$ cat config.mk
export PLATFORM = sky130hd
export DESIGN_NAME = cmc_mode_control
export DESIGN_NICKNAME = d
export VERILOG_FILES = /design/src/verilog/cmc_pkg.sv /design/src/verilog/cmc_mode_if.sv /design/src/verilog/cmc_mode_control.sv /design/src/verilog/cmc_mode_decode.sv
export VERILOG_INCLUDE_DIRS = /design/src /design/src/verilog
export SDC_FILE = /design/constraint.sdc
export NUM_CORES = 1
export LEC_CHECK = 0
export BUFFER_PORTS_ARGS = -buffer_cell sky130_fd_sc_hd__buf_2
export CAP_MARGIN = 10
export CORE_MARGIN = 2
export CORE_UTILIZATION = 47
export DETAILED_ROUTE_END_ITERATION = 10
export MAX_ROUTING_LAYER = met4
export PLACE_DENSITY = 0.86
export SLEW_MARGIN = 20
export SYNTH_ARGS = -nofsm -noshare
export SYNTH_HDL_FRONTEND = slang
export SYNTH_SLANG_ARGS = --single-unit
$ cat constraint.sdc
create_clock -name clk_i -period 4.13 [get_ports clk_i]
set_input_delay 0.826 -clock clk_i [delete_from_list [all_inputs] [get_ports clk_i]]
set_output_delay 0.826 -clock clk_i [all_outputs]
set_load 0.005 [all_outputs]
$ cat src/verilog/cmc_defines.svh
// What this block does
// - Requested-mode codes: 000 normal, 001 disable, 010 loopback, 011 listen, 100 config, 111 all.
// - Read-only current-mode field reports the mode actually in force, same encoding.
// - Abort-all bit aborts every transmit buffer; hardware clears it when all are aborted.
// - Capture enable set: each received message gives a capture event; clear: none.
// - Window select picks filter registers when 1, buffer registers when 0.
// - Bits 15-14, 11, 4 and 2-1 read as zero and ignore writes.
// - Disable request while active waits for 11 recessive bits, then reports 001.
// - Listen only: passive, no acknowledge, no error flags, error counters inactive.
// - Loopback: internal transmit feeds internal receive; both pins return to port function.
// - Listen all messages: errors ignored, any message accepted.
`ifndef CMC_DEFINES_SVH
`define CMC_DEFINES_SVH

// ----------------------------------------------------------------
// Register map and fields
// ----------------------------------------------------------------
`define CMC_REG_MODE_CTRL 8'h00
`define CMC_BIT_IDLE_STOP 13
`define CMC_BIT_ABORT     12
`define CMC_REQ_HI        10
`define CMC_REQ_LO        8
`define CMC_CUR_HI        7
`define CMC_CUR_LO        5
`define CMC_BIT_CAP_EN    3
`define CMC_BIT_WIN       0
`define CMC_RST_MODE      3'h4

// ----------------------------------------------------------------
// Timing
// ----------------------------------------------------------------
`define CMC_CLK_MHZ   20
`define CMC_BIT_NS    1000
`define CMC_BIT_CYC   ((`CMC_BIT_NS * `CMC_CLK_MHZ) / 1000)
`define CMC_IDLE_BITS 4'hB

`endif

$ cat src/verilog/cmc_pkg.sv
package cmc_pkg;

  typedef enum logic [2:0] {
    MODE_NORMAL     = 3'b000,
    MODE_DISABLE    = 3'b001,
    MODE_LOOPBACK   = 3'b010,
    MODE_LISTEN     = 3'b011,
    MODE_CONFIG     = 3'b100,
    MODE_LISTEN_ALL = 3'b111
  } cmc_mode_type;

  typedef enum logic {
    XF_STABLE    = 1'b0,
    XF_WAIT_IDLE = 1'b1
  } cmc_xfer_type;

  typedef struct packed {
    logic         idle_stop;
    logic         abort;
    cmc_mode_type req;
    cmc_mode_type cur;
    logic         cap_en;
    logic         window_select;
    cmc_xfer_type xfer;
    logic [4:0]   div;
    logic [3:0]   idle_cnt;
    logic         ack;
    logic [15:0]  rdata;
    logic         capture;
    logic [1:0]   rx_sync;
  } cmc_state_type;

endpackage : cmc_pkg
$ cat src/verilog/cmc_mode_if.sv
`timescale 1ns/1ps
interface cmc_mode_if;
  cmc_pkg::cmc_mode_type mode;
  logic                  tx_drive;
  logic                  ack_en;
  logic                  err_flag_en;
  logic                  err_cnt_en;
  logic                  ignore_err;
  logic                  accept_all;
  logic                  loopback;

  modport decoder (input mode, output tx_drive, ack_en, err_flag_en, err_cnt_en, ignore_err, accept_all, loopback);
  modport core (output mode, input tx_drive, ack_en, err_flag_en, err_cnt_en, ignore_err, accept_all, loopback);
endinterface : cmc_mode_if

$ cat src/verilog/cmc_mode_control.sv
// The Wishbone register port and the register offsets were chosen for this implementation.
`timescale 1ns/1ps
`include "cmc_defines.svh"
module cmc_mode_control (
  input  wire logic        clk_i,
  input  wire logic        rst_i,
  input  wire logic        wb_cyc_i,
  input  wire logic        wb_stb_i,
  input  wire logic        wb_we_i,
  input  wire logic [7:0]  wb_adr_i,
  input  wire logic [3:0]  wb_sel_i,
  input  wire logic [31:0] wb_dat_i,
  output logic      [31:0] wb_dat_o,
  output logic             wb_ack_o,
  input  wire logic        bus_receive_pin_i,
  output logic             bus_transmit_pin_o,
  output logic             bus_transmit_pin_oe_n_o,
  input  wire logic        core_tx_i,
  output logic             core_rx_o,
  input  wire logic        all_tx_aborted_i,
  input  wire logic        rx_msg_done_i,
  input  wire logic        cpu_idle_i,
  output logic             abort_all_transmit_o,
  output logic             capture_event_o,
  output logic             window_select_o,
  output logic             halt_o,
  output logic      [2:0]  current_mode_o,
  output logic             ack_enable_o,
  output logic             error_flag_enable_o,
  output logic             error_counter_enable_o,
  output logic             ignore_errors_o,
  output logic             accept_all_o
);

  cmc_pkg::cmc_state_type state_ff;
  cmc_pkg::cmc_state_type nxt_state;
  logic                   req_ok;
  logic                   bit_tick;
  logic                   hit;
  logic                   reg_sel;

  cmc_mode_if mif ();

  cmc_mode_decode cmc_mode_decode_inst (
    .clk_i (clk_i),
    .rst_i (rst_i),
    .mif   (mif.decoder)
  );

  assign mif.mode = state_ff.cur;

  // ----------------------------------------------------------------
  // Next state
  // ----------------------------------------------------------------
  always_comb begin
    nxt_state = state_ff;
    hit       = wb_cyc_i && wb_stb_i && !state_ff.ack;
    reg_sel   = {wb_adr_i[7:2], 2'h0} == `CMC_REG_MODE_CTRL;
    bit_tick  = 1'b0;
    req_ok    = 1'b1;

    // Only the second flop of the pin synchroniser is ever read
    nxt_state.rx_sync = {state_ff.rx_sync[0], bus_receive_pin_i};
    nxt_state.capture = rx_msg_done_i && state_ff.cap_en;
    nxt_state.ack     = hit;

    // Bit-time divider frozen while halted, so an idle period never counts as bus idle
    if (!halt_o) begin
      if (state_ff.div == 5'(`CMC_BIT_CYC - 1)) begin
        nxt_state.div = 5'h00;
        bit_tick      = 1'b1;
      end else begin
        nxt_state.div = state_ff.div + 5'h01;
      end
    end
    if (bit_tick) begin
      if (!state_ff.rx_sync[1]) begin
        nxt_state.idle_cnt = 4'h0;
      end else if (state_ff.idle_cnt != `CMC_IDLE_BITS) begin
        nxt_state.idle_cnt = state_ff.idle_cnt + 4'h1;
      end
    end

    unique case (state_ff.req)
      cmc_pkg::MODE_NORMAL, cmc_pkg::MODE_DISABLE, cmc_pkg::MODE_LOOPBACK,
      cmc_pkg::MODE_LISTEN, cmc_pkg::MODE_CONFIG, cmc_pkg::MODE_LISTEN_ALL: begin
        req_ok = 1'b1;
      end
      default: begin
        req_ok = 1'b0;
      end
    endcase

    // Mode transition; current mode moves only when the new mode is in force
    unique case (state_ff.xfer)
      cmc_pkg::XF_STABLE: begin
        if (req_ok && state_ff.req != state_ff.cur) begin
          if (state_ff.req == cmc_pkg::MODE_DISABLE && state_ff.cur != cmc_pkg::MODE_CONFIG) begin
            nxt_state.xfer     = cmc_pkg::XF_WAIT_IDLE;
            nxt_state.idle_cnt = 4'h0;
          end else begin
            nxt_state.cur = state_ff.req;
          end
        end
      end
      cmc_pkg::XF_WAIT_IDLE: begin
        if (state_ff.req != cmc_pkg::MODE_DISABLE) begin
          nxt_state.xfer = cmc_pkg::XF_STABLE;
        end else if (state_ff.idle_cnt == `CMC_IDLE_BITS) begin
          nxt_state.cur  = cmc_pkg::MODE_DISABLE;
          nxt_state.xfer = cmc_pkg::XF_STABLE;
        end
      end
    endcase

    if (state_ff.abort && all_tx_aborted_i) begin
      nxt_state.abort = 1'b0;
    end

    // Register write; placed after the hardware clear so a set in the same cycle wins
    if (hit && wb_we_i && reg_sel) begin
      if (wb_sel_i[1]) begin
        nxt_state.idle_stop = wb_dat_i[`CMC_BIT_IDLE_STOP];
        nxt_state.abort     = wb_dat_i[`CMC_BIT_ABORT] || nxt_state.abort;
        nxt_state.req       = cmc_pkg::cmc_mode_type'(wb_dat_i[`CMC_REQ_HI:`CMC_REQ_LO]);
      end
      if (wb_sel_i[0]) begin
        nxt_state.cap_en = wb_dat_i[`CMC_BIT_CAP_EN];
        nxt_state.window_select    = wb_dat_i[`CMC_BIT_WIN];
      end
    end

    // Unimplemented and reserved positions always read zero
    nxt_state.rdata = 16'h0000;
    if (hit && !wb_we_i && reg_sel) begin
      nxt_state.rdata = {2'h0, state_ff.idle_stop, state_ff.abort, 1'h0, state_ff.req,
                         state_ff.cur, 1'h0, state_ff.cap_en, 2'h0, state_ff.window_select};
    end
  end

  // ----------------------------------------------------------------
  // State register
  // ----------------------------------------------------------------
  always_ff @(posedge clk_i) begin
    if (rst_i) begin
      state_ff          <= '0;
      state_ff.req      <= cmc_pkg::cmc_mode_type'(`CMC_RST_MODE);
      state_ff.cur      <= cmc_pkg::cmc_mode_type'(`CMC_RST_MODE);
      state_ff.rx_sync  <= 2'h3;
    end else begin
      state_ff <= nxt_state;
    end
  end

  // ----------------------------------------------------------------
  // Outputs
  // ----------------------------------------------------------------
  assign wb_ack_o                = state_ff.ack;
  assign wb_dat_o                = {16'h0000, state_ff.rdata};
  assign abort_all_transmit_o    = state_ff.abort;
  assign capture_event_o         = state_ff.capture;
  assign window_select_o         = state_ff.window_select;
  assign halt_o                  = state_ff.idle_stop && cpu_idle_i;
  assign current_mode_o          = state_ff.cur;
  assign core_rx_o               = mif.loopback ? core_tx_i : state_ff.rx_sync[1];
  assign bus_transmit_pin_o      = core_tx_i;
  assign bus_transmit_pin_oe_n_o = !mif.tx_drive;
  assign ack_enable_o            = mif.ack_en;
  assign error_flag_enable_o     = mif.err_flag_en;
  assign error_counter_enable_o  = mif.err_cnt_en;
  assign ignore_errors_o         = mif.ignore_err;
  assign accept_all_o            = mif.accept_all;
endmodule : cmc_mode_control

$ cat src/verilog/cmc_mode_decode.sv
`timescale 1ns/1ps
module cmc_mode_decode (
  input  wire logic   clk_i,
  input  wire logic   rst_i,
  cmc_mode_if.decoder mif
);

  // ----------------------------------------------------------------
  // Per-mode enables
  // ----------------------------------------------------------------
  always_comb begin
    mif.tx_drive    = 1'b0;
    mif.ack_en      = 1'b0;
    mif.err_flag_en = 1'b0;
    mif.err_cnt_en  = 1'b0;
    mif.ignore_err  = 1'b0;
    mif.accept_all  = 1'b0;
    mif.loopback    = 1'b0;
    unique case (mif.mode)
      cmc_pkg::MODE_NORMAL: begin
        mif.tx_drive    = 1'b1;
        mif.ack_en      = 1'b1;
        mif.err_flag_en = 1'b1;
        mif.err_cnt_en  = 1'b1;
      end
      cmc_pkg::MODE_DISABLE: begin
      end
      cmc_pkg::MODE_LOOPBACK: begin
        mif.loopback    = 1'b1;
        mif.ack_en      = 1'b1;
        mif.err_flag_en = 1'b1;
        mif.err_cnt_en  = 1'b1;
      end
      cmc_pkg::MODE_LISTEN: begin
        // Passive on the bus: transmitter left as a port pin
      end
      cmc_pkg::MODE_CONFIG: begin
      end
      cmc_pkg::MODE_LISTEN_ALL: begin
        mif.ignore_err  = 1'b1;
        mif.accept_all  = 1'b1;
      end
      default: begin
        // Reserved codes never become the current mode; stay quiet
      end
    endcase
  end
endmodule : cmc_mode_decode

==> results.cfg, run 1 <==
[status]
status = completed

[critical_path]
cp.required_ns = 3.30
cp.buffers_inverters = 1
cp-start-kind = flip-flop
cpPeakStageDelay_ns = 0.56
slowest_stage = dfxtp_1
arrival_ns = 1.50
endpoint_kind = primary output
crit_family = flip-flops
cp_max_fo = 13
crit_chain = nor2_1 > nand2_1 > mux2_2 > buf_2
crit_type = reg2out

[logic_synthesis]
synth_cells = 197
post_synth_num_cell_types = 46
synthFlopType = dfxtp_1
synth_area_um2 = 1789
yosysWarnings = 0
synth_edf_count = 0
ys_ff_latch = 34
yosysSeqAreaShare_pct = 38.04
synth_top_area_share_pct = 38.04
synth.area.top_cells = dfxtp_1 (38%), buf_4 (16%), mux2i_1 (4.5%)
synth.avg_cell_area_um2 = 9.082
ys_top_cells_by_count = buf_4 (39), dfxtp_1 (34), nor2_1 (15), nand2_1 (13), and2_1 (10)
ys_async_sr_fraction_pct = 0
netlist.top_cell.by_area = dfxtp_1
synth.most_common_cell = buf_4

[global_route]
antenna_found_initial = 0
overflow = 0
grt_pass1_wl_um = 4954
grt_max_degree = 19
grt_use_total_pct = 15.52
first_global_vias = 1135

[sta]
clock_skew_ns = 0.006713
fin_crit_ns = 2.329
post-route-period-util_pct = 56.39
finalSetupViolCount = 0
fin_tns_setup_ns = 0
hold_violations = 0
max_clock_freq_mhz = 429.4
tightest_slew_ns = 0.6137
hold_slack_ns = 0.4127
slew_headroom_pct = 58.77
drv_slew = 0
rsz0062_at_grt = no
layout_setup_ws_ns = 1.801

[placement]
hpwl_um = 2224
portBuffers = 50
pre_cts_slack_ns = 1.814
place_area_um2 = 1856
gp_congestion = 0.8421
dp.cells = 270

[cts]
clk_latency_ns = 0.29
cts_buffers = 5
cts.path.max_buffers = 2
cts.clk_slew.worst_paths_ns = 0.07
cts_tree = done
cts_max_level = 2
clock-root-buffer = clkbuf_8
cts_resized = 0
numClockSinks = 34
hold_buffers = 0
post-cts-setup-buffer-count = 0

[pwr]
peakVddDrop_uv = 250.9
p_leak_nw = 1.035
total_power_uw = 872.1
power.density_nw_per_um2 = 436.5

[final_layout]
fin_util_pct = 54.58
instances_no_fill = 278
nFillCells = 337
area_growth_pct = 11.68
final_area_um2 = 1998
multiInputGateArea_um2 = 842.1
drive_gt1_share_pct = 31.30
fin_nets = 285
regArea_um2 = 680.7
n_antenna_cell = 0

[flow_run]
cap_violations = 0

[drt]
antenna_left = 0
routed_via_density = 4.727
drc = 0
drt_iter0_markers = 77
drt_first_pass_iters = 4
via_count = 1314
wirelength_um = 3017
drt-wirelength-per-cell_um = 10.85

[floorplanning]
fp.dieW_um = 65.70
rows = 22
ios = 102
coreArea_um2 = 3661
die_h_um = 65.70
start_util_pct = 48.87
fp.dieArea_um2 = 4316

[worst_hold_path]
hold_class = reg2reg
## area by class of cell
| cell class | instances | share of cell area, % |
|---|---|---|
| flip-flops and latches | 34 | 34.06 |
| multi-input cells | 132 | 42.14 |
| inverters | 6 | 1.127 |
| clock inverters | 2 | 3.006 |
| clock buffers | 6 | 4.133 |
| well taps | 48 | 3.006 |
| repair buffers | 50 | 12.52 |
## cell families after synthesis
family / count (synthesis) / share of synthesized area [%]
xor+xnor: 4 / 1.958
flops: 34 / 38.04
compound gates: 20 / 9.231
simple gates: 74 / 24.13
buf+inv: 52 / 19.30
other cells: 1 / 0.2096
fa+ha+maj: 2 / 1.398
mux: 10 / 5.734
## final timing paths
path                          start           end  slack [ns]  depth (start not counted)
setup / recovery  current_mode_o[0]     core_rx_o        1.80                          4
hold / removal         nxt_state[1]   state_ff[1]        0.41                          1
setup reg to reg       state_ff[24]  state_ff[23]        2.23                          5
hold reg to reg        nxt_state[1]   state_ff[1]        0.41                          1
## cells in the final DEF, fill, tap and decap left out, types with 2 or more instances in the layout
cell	n
bufinv_16	2
and2_1	10
nand4_1	2
nor3b_1	2
and3b_1	3
mux2i_1	8
ha_1	2
conb_1	22
a211oi_1	2
nand2_1	13
buf_2	50
clkbuf_8	6
inv_1	6
mux2_2	2
nor2b_1	2
nand3_1	3
nor3_1	7
or2_2	2
dfxtp_1	34
xor2_1	3
and3_1	3
nor2_1	15
a22oi_1	2
a21oi_1	4
or3_1	2
o21ai_0	3
## routing by layer
metal / vias up / part of all wire (%) / track usage, %
li1: 670 / - / -
met1: 597 / 42 / 15.84
met5: - / 0 / -
met4: 0 / 2.2 / 7.813
met2: 41 / 50 / 26.14
met3: 6 / 6.0 / 5.651
## where the power goes
part           switching (mW)  internal, mW  leakage [nW]
combinational          0.0610        0.0673         0.688
sequential             0.0269         0.340         0.275
clock                   0.119         0.257        0.0714
## registers in the layout, indices dropped and copies added (netlist names)
register	flops
nxt_state	1
wb_dat_o	10
window_select_o	1
capture_event_o	1
state_ff	16
wb_ack_o	1
current_mode_o	3
abort_all_transmit_o	1
(Power assumes the default switching activity.)
==> inputs of run 2 (changes only) <==
--- a/config.mk
+++ b/config.mk
@@ -9,10 +9,10 @@
 export BUFFER_PORTS_ARGS = -buffer_cell sky130_fd_sc_hd__buf_2
 export CAP_MARGIN = 10
 export CORE_MARGIN = 2
-export CORE_UTILIZATION = 47
+export CORE_UTILIZATION = 44
 export DETAILED_ROUTE_END_ITERATION = 10
 export MAX_ROUTING_LAYER = met4
-export PLACE_DENSITY = 0.86
+export PLACE_DENSITY = 0.81
 export SLEW_MARGIN = 20
 export SYNTH_ARGS = -nofsm -noshare
 export SYNTH_HDL_FRONTEND = slang
==> constraint.sdc (replaced) <==
create_clock -name clk_i -period 2.21 [get_ports clk_i]
set_input_delay 0.442 -clock clk_i [delete_from_list [all_inputs] [get_ports clk_i]]
set_output_delay 0.442 -clock clk_i [all_outputs]
set_load 0.005 [all_outputs]
==> results.cfg, run 2 (synthesis gave the netlist of run 1 again) <==
[status]
status = completed

[floorplanning]
rows = 23
fp.dieArea_um2 = 4593
start_util_pct = 45.38
die_h_um = 67.77
coreArea_um2 = 3943
fp.dieW_um = 67.77
ios = 102

[placement]
hpwl_um = 2354
gp_congestion = 0.8037
portBuffers = 50

[worst_hold_path]
whs_path_depth = 2
hold_class = in2reg

[final_layout]
largest_reg_flops = 16
largest_register = state_ff
drive_gt1_share_pct = 31.30
final_common_cell = buf_2
n_antenna_cell = 0
nFillCells = 381
layout_common_cells = buf_2 (50), dfxtp_1 (34), conb_1 (22), nor2_1 (15), nand2_1 (13)
fin_util_pct = 50.17
area_growth_pct = 10.56
fin_nets = 286

[critical_path]
r2r_cells = 5
slowest_stage = dfxtp_1
cp_max_fo = 13
cp.buffers_inverters = 1
crit_type = reg2out
endpoint_kind = primary output
crit_family = flip-flops
cpPeakStageDelay_ns = 0.55
crit_chain = nor2_1 > nand2_1 > mux2_2 > buf_2
path_depth = 4
arrival_ns = 1.49
cp.required_ns = 1.77
cp-start-kind = flip-flop

[pwr]
swShare_pct = 24.69
p_seq_share_pct = 45.9
p_int_mw = 1.122
peakVddDrop_uv = 586.1
pwr-share-comb_pct = 16.2
p_leak_nw = 1.026
power.density_nw_per_um2 = 753.1
p_switching_uw = 367.8
pwr-share-clk_pct = 37.8

[sta]
clock_skew_ns = 0.008169
tightest_slew_ns = 0.5375
rsz0062_at_grt = no
drv_slew = 0
slew_headroom_pct = 63.95
fin_tns_setup_ns = 0
max_clock_freq_mhz = 517.3
finalSetupViolCount = 0
fin_crit_ns = 1.933
hold_violations = 0
post-route-period-util_pct = 87.47

[global_route]
first_global_vias = 1197
grt_use_total_pct = 15.06
antenna_found_initial = 0
overflow = 0
grt_pass1_wl_um = 4995
grt_max_degree = 19

[drt]
via_count = 1320
routed_via_density = 4.714
drt_iter0_markers = 75
dr.max_layer_used = met4
drc = 0
wirelength_um = 3088
drt_first_pass_iters = 4
wl_met3_um = 195
antenna_left = 0
drt-wirelength-per-cell_um = 11.03
met2_length_um = 1612
wl_met1_um = 1216

[cts]
hold_buffers = 0
post-cts-setup-buffer-count = 0
cts.clk_slew.worst_paths_ns = 0.07
clock-root-buffer = clkbuf_8
cts.path.max_buffers = 2
numClockSinks = 34
cts_tree = done
cts_resized = 0
cts_buffers = 5
cts_max_level = 2
clk_latency_ns = 0.28

[flow_run]
cap_violations = 0
==> run 2: final timing paths <==
path                      from            to  slack [ns]
max          current_mode_o[0]     core_rx_o        0.28
min          bus_receive_pin_i  nxt_state[1]        0.35
max reg2reg       state_ff[24]  state_ff[23]        0.33
min reg2reg       nxt_state[1]   state_ff[1]        0.41
==> run 2: cell type report <==
| type | count | area, µm² | area share, % |
|---|---|---|---|
| clock buffer | 6 | 82.58 | 4.175 |
| multi-input combinational | 132 | 842.1 | 42.57 |
| sequential | 34 | 680.7 | 34.41 |
| timing repair buffer | 51 | 257.7 | 13.03 |
| clock inverter | 1 | 30.03 | 1.518 |
| tap | 50 | 62.56 | 3.163 |
| inverter | 6 | 22.52 | 1.139 |
==> run 2: layer usage <==
| metal | up-vias | global-route usage (%) |
|---|---|---|
| met5 | - | - |
| met1 | 603 | 13.98 |
| met2 | 37 | 26.59 |
| li1 | 672 | - |
| met4 | 0 | 7.500 |
| met3 | 8 | 6.167 |
==> run 2: stage by stage <==
| step | total power, mW | hold WS [ns] | setup slack (ns) | cells | cell area (µm²) |
|---|---|---|---|---|---|
| floorplan | 0.9237 | 0.3895 | 0.4230 | 218 | 1868 |
| global placement | 0.9333 | 0.3931 | 0.3182 | 273 | 1866 |
| detailed placement | 0.9419 | 0.3932 | 0.2369 | 273 | 1866 |
| CTS | 1.510 | 0.3377 | 0.2573 | 280 | 1978 |
| global route | 1.579 | 0.3394 | 0.1501 | 280 | 1978 |
| finish | 1.490 | 0.3472 | 0.2769 | 280 | 1978 |
==> run 2: power by group through the flow <==
stage	logic (mW)	clock network, mW	registers (mW)
after floorplan	0.261	0	0.663
after global placement	0.234	0	0.699
after CTS	0.243	0.582	0.685
after global routing	0.276	0.612	0.690
after detailed placement	0.243	0	0.699
final	0.242	0.564	0.684
==> inputs of run 3 (changes only) <==
--- a/config.mk
+++ b/config.mk
@@ -9,10 +9,10 @@
 export BUFFER_PORTS_ARGS = -buffer_cell sky130_fd_sc_hd__buf_2
 export CAP_MARGIN = 10
 export CORE_MARGIN = 2
-export CORE_UTILIZATION = 44
+export CORE_UTILIZATION = 35
 export DETAILED_ROUTE_END_ITERATION = 10
 export MAX_ROUTING_LAYER = met4
-export PLACE_DENSITY = 0.81
+export PLACE_DENSITY = 0.67
 export SLEW_MARGIN = 20
 export SYNTH_ARGS = -nofsm -noshare
 export SYNTH_HDL_FRONTEND = slang
==> results.cfg, run 3 (synthesis gave the netlist of run 1 again) <==
[status]
status = completed

[cts]
clock-root-buffer = clkbuf_8
cts.path.max_buffers = 2
cts_resized = 0
cts_tree = done
clk_latency_ns = 0.29
numClockSinks = 34
cts.clk_slew.worst_paths_ns = 0.07
post-cts-setup-buffer-count = 0
hold_buffers = 0
cts_buffers = 5
cts_max_level = 2

[final_layout]
fin_nets = 287
largest_reg_flops = 16
regArea_um2 = 680.7
n_antenna_cell = 0
largest_register = state_ff
area_growth_pct = 11.40
drive_gt1_share_pct = 31.90
layout_common_cells = buf_2 (50), dfxtp_1 (34), conb_1 (22), nor2_1 (15), nand2_1 (13)
multiInputGateArea_um2 = 842.1
final_common_cell = buf_2
nFillCells = 537

[drt]
drt_iter0_markers = 45
via_count = 1308
drt-wirelength-per-cell_um = 10.10
drt_first_pass_iters = 4
wirelength_um = 3051
routed_via_density = 4.331
antenna_left = 0
drc = 0

[sta]
slew_headroom_pct = 64.27
fin_tns_setup_ns = 0
max_clock_freq_mhz = 510.0
fin_crit_ns = 1.961
post-route-period-util_pct = 88.73
drv_slew = 0
tightest_slew_ns = 0.5301
hold_violations = 0
finalSetupViolCount = 0
clock_skew_ns = 0.007025
layout_setup_ws_ns = 0.2491
rsz0062_at_grt = no

[critical_path]
r2r_setup_slack_ns = 0.34
r2r_cells = 5
cp_max_fo = 13
reg2reg_from = state_ff[24]
cp.required_ns = 1.77
endpoint = core_rx_o
cp-start-kind = flip-flop
rr_endpoint = state_ff[23]
crit_type = reg2out
arrival_ns = 1.52
endpoint_kind = primary output
setup.worst_path.start = current_mode_o[0]

[pwr]
peakVddDrop_uv = 201.6
swShare_pct = 27.80
p_int_mw = 1.013
pwr-share-clk_pct = 34.0
p_seq_share_pct = 48.9
pwr-share-comb_pct = 17.1
p_switching_uw = 389.9
power.density_nw_per_um2 = 703.7
p_leak_nw = 1.021

[floorplanning]
start_util_pct = 35.71
rows = 26
ios = 102
fp.dieArea_um2 = 5700
die_h_um = 75.50
fp.dieW_um = 75.50
coreArea_um2 = 5010

[placement]
portBuffers = 50
gp_congestion = 0.8198
pre_cts_slack_ns = 0.2913
hpwl_um = 2341

[worst_hold_path]
hold_class = in2reg

[global_route]
grt_pass1_wl_um = 5009
antenna_found_initial = 0
grt_max_degree = 18
first_global_vias = 1140
overflow = 0
grt_use_total_pct = 12.00

[flow_run]
cap_violations = 0
run 3: cell count changes in the layout (fill, tap and decap cells not counted):
| cell | previous run | this run |
|---|---|---|
| bufinv_16 | 1 | 0 |
| clkinv_2 | 0 | 1 |
| buf_4 | 1 | 2 |
| clkinvlp_4 | 0 | 1 |
run 3: worst min-delay path by stage:
stage,startpoint,to,slack (ns),depth (start not counted)
2_1_floorplan,nxt_state[1],state_ff[1],0.39,1
3_3_place_gp,nxt_state[1],state_ff[1],0.39,1
3_5_place_dp,nxt_state[1],state_ff[1],0.40,1
4_1_cts,bus_receive_pin_i,nxt_state[1],0.33,2
5_1_grt,bus_receive_pin_i,nxt_state[1],0.33,2
6_report,bus_receive_pin_i,nxt_state[1],0.34,2
run 3: area by class of cell:
cell class              count  area share [%]
multi-input cells         132           42.25
flip-flops and latches     34           34.15
repair buffers             52           13.31
well taps                  70           4.394
clock buffers               6           4.143
inverters                   6           1.130
clock inverters             2          0.6277
run 3: power by group through the flow:
| stage | clock, mW | sequential [mW] | combinational, mW |
|---|---|---|---|
| after CTS | 0.494 | 0.687 | 0.241 |
| final | 0.477 | 0.686 | 0.239 |
| after global placement | 0 | 0.701 | 0.238 |
| after floorplan | 0 | 0.663 | 0.261 |
| after global routing | 0.521 | 0.693 | 0.280 |
| after detailed placement | 0 | 0.702 | 0.241 |
run 3: routing by layer:
layer | track usage [%] | vias to the layer above | routed length, µm
li1 | - | 674 | -
met1 | 13.17 | 600 | 1330
met2 | 19.32 | 26 | 1505
met3 | 3.571 | 8 | 137
met4 | 6.823 | 0 | 78
met5 | - | - | 0
run 3: stage by stage:
stage / hold slack, ns / utilization, % / power (mW) / std cells / instance area [µm²]
after floorplan: 0.3895 / - / 0.9237 / 218 / 1868
after global placement: 0.3910 / 37.89 / 0.9391 / 294 / 1898
after detailed placement: 0.3976 / 37.89 / 0.9422 / 294 / 1898
after CTS: 0.3307 / 39.79 / 1.422 / 302 / 1993
after global routing: 0.3347 / 39.79 / 1.494 / 302 / 1993
final: 0.3378 / 39.79 / 1.403 / 302 / 1993
run 3: worst max-delay path, cell delays in order (launching register included):
cell     delay [ns]
dfxtp_1        0.56
nor2_1         0.12
nand2_1        0.10
mux2_2         0.32
buf_2          0.12
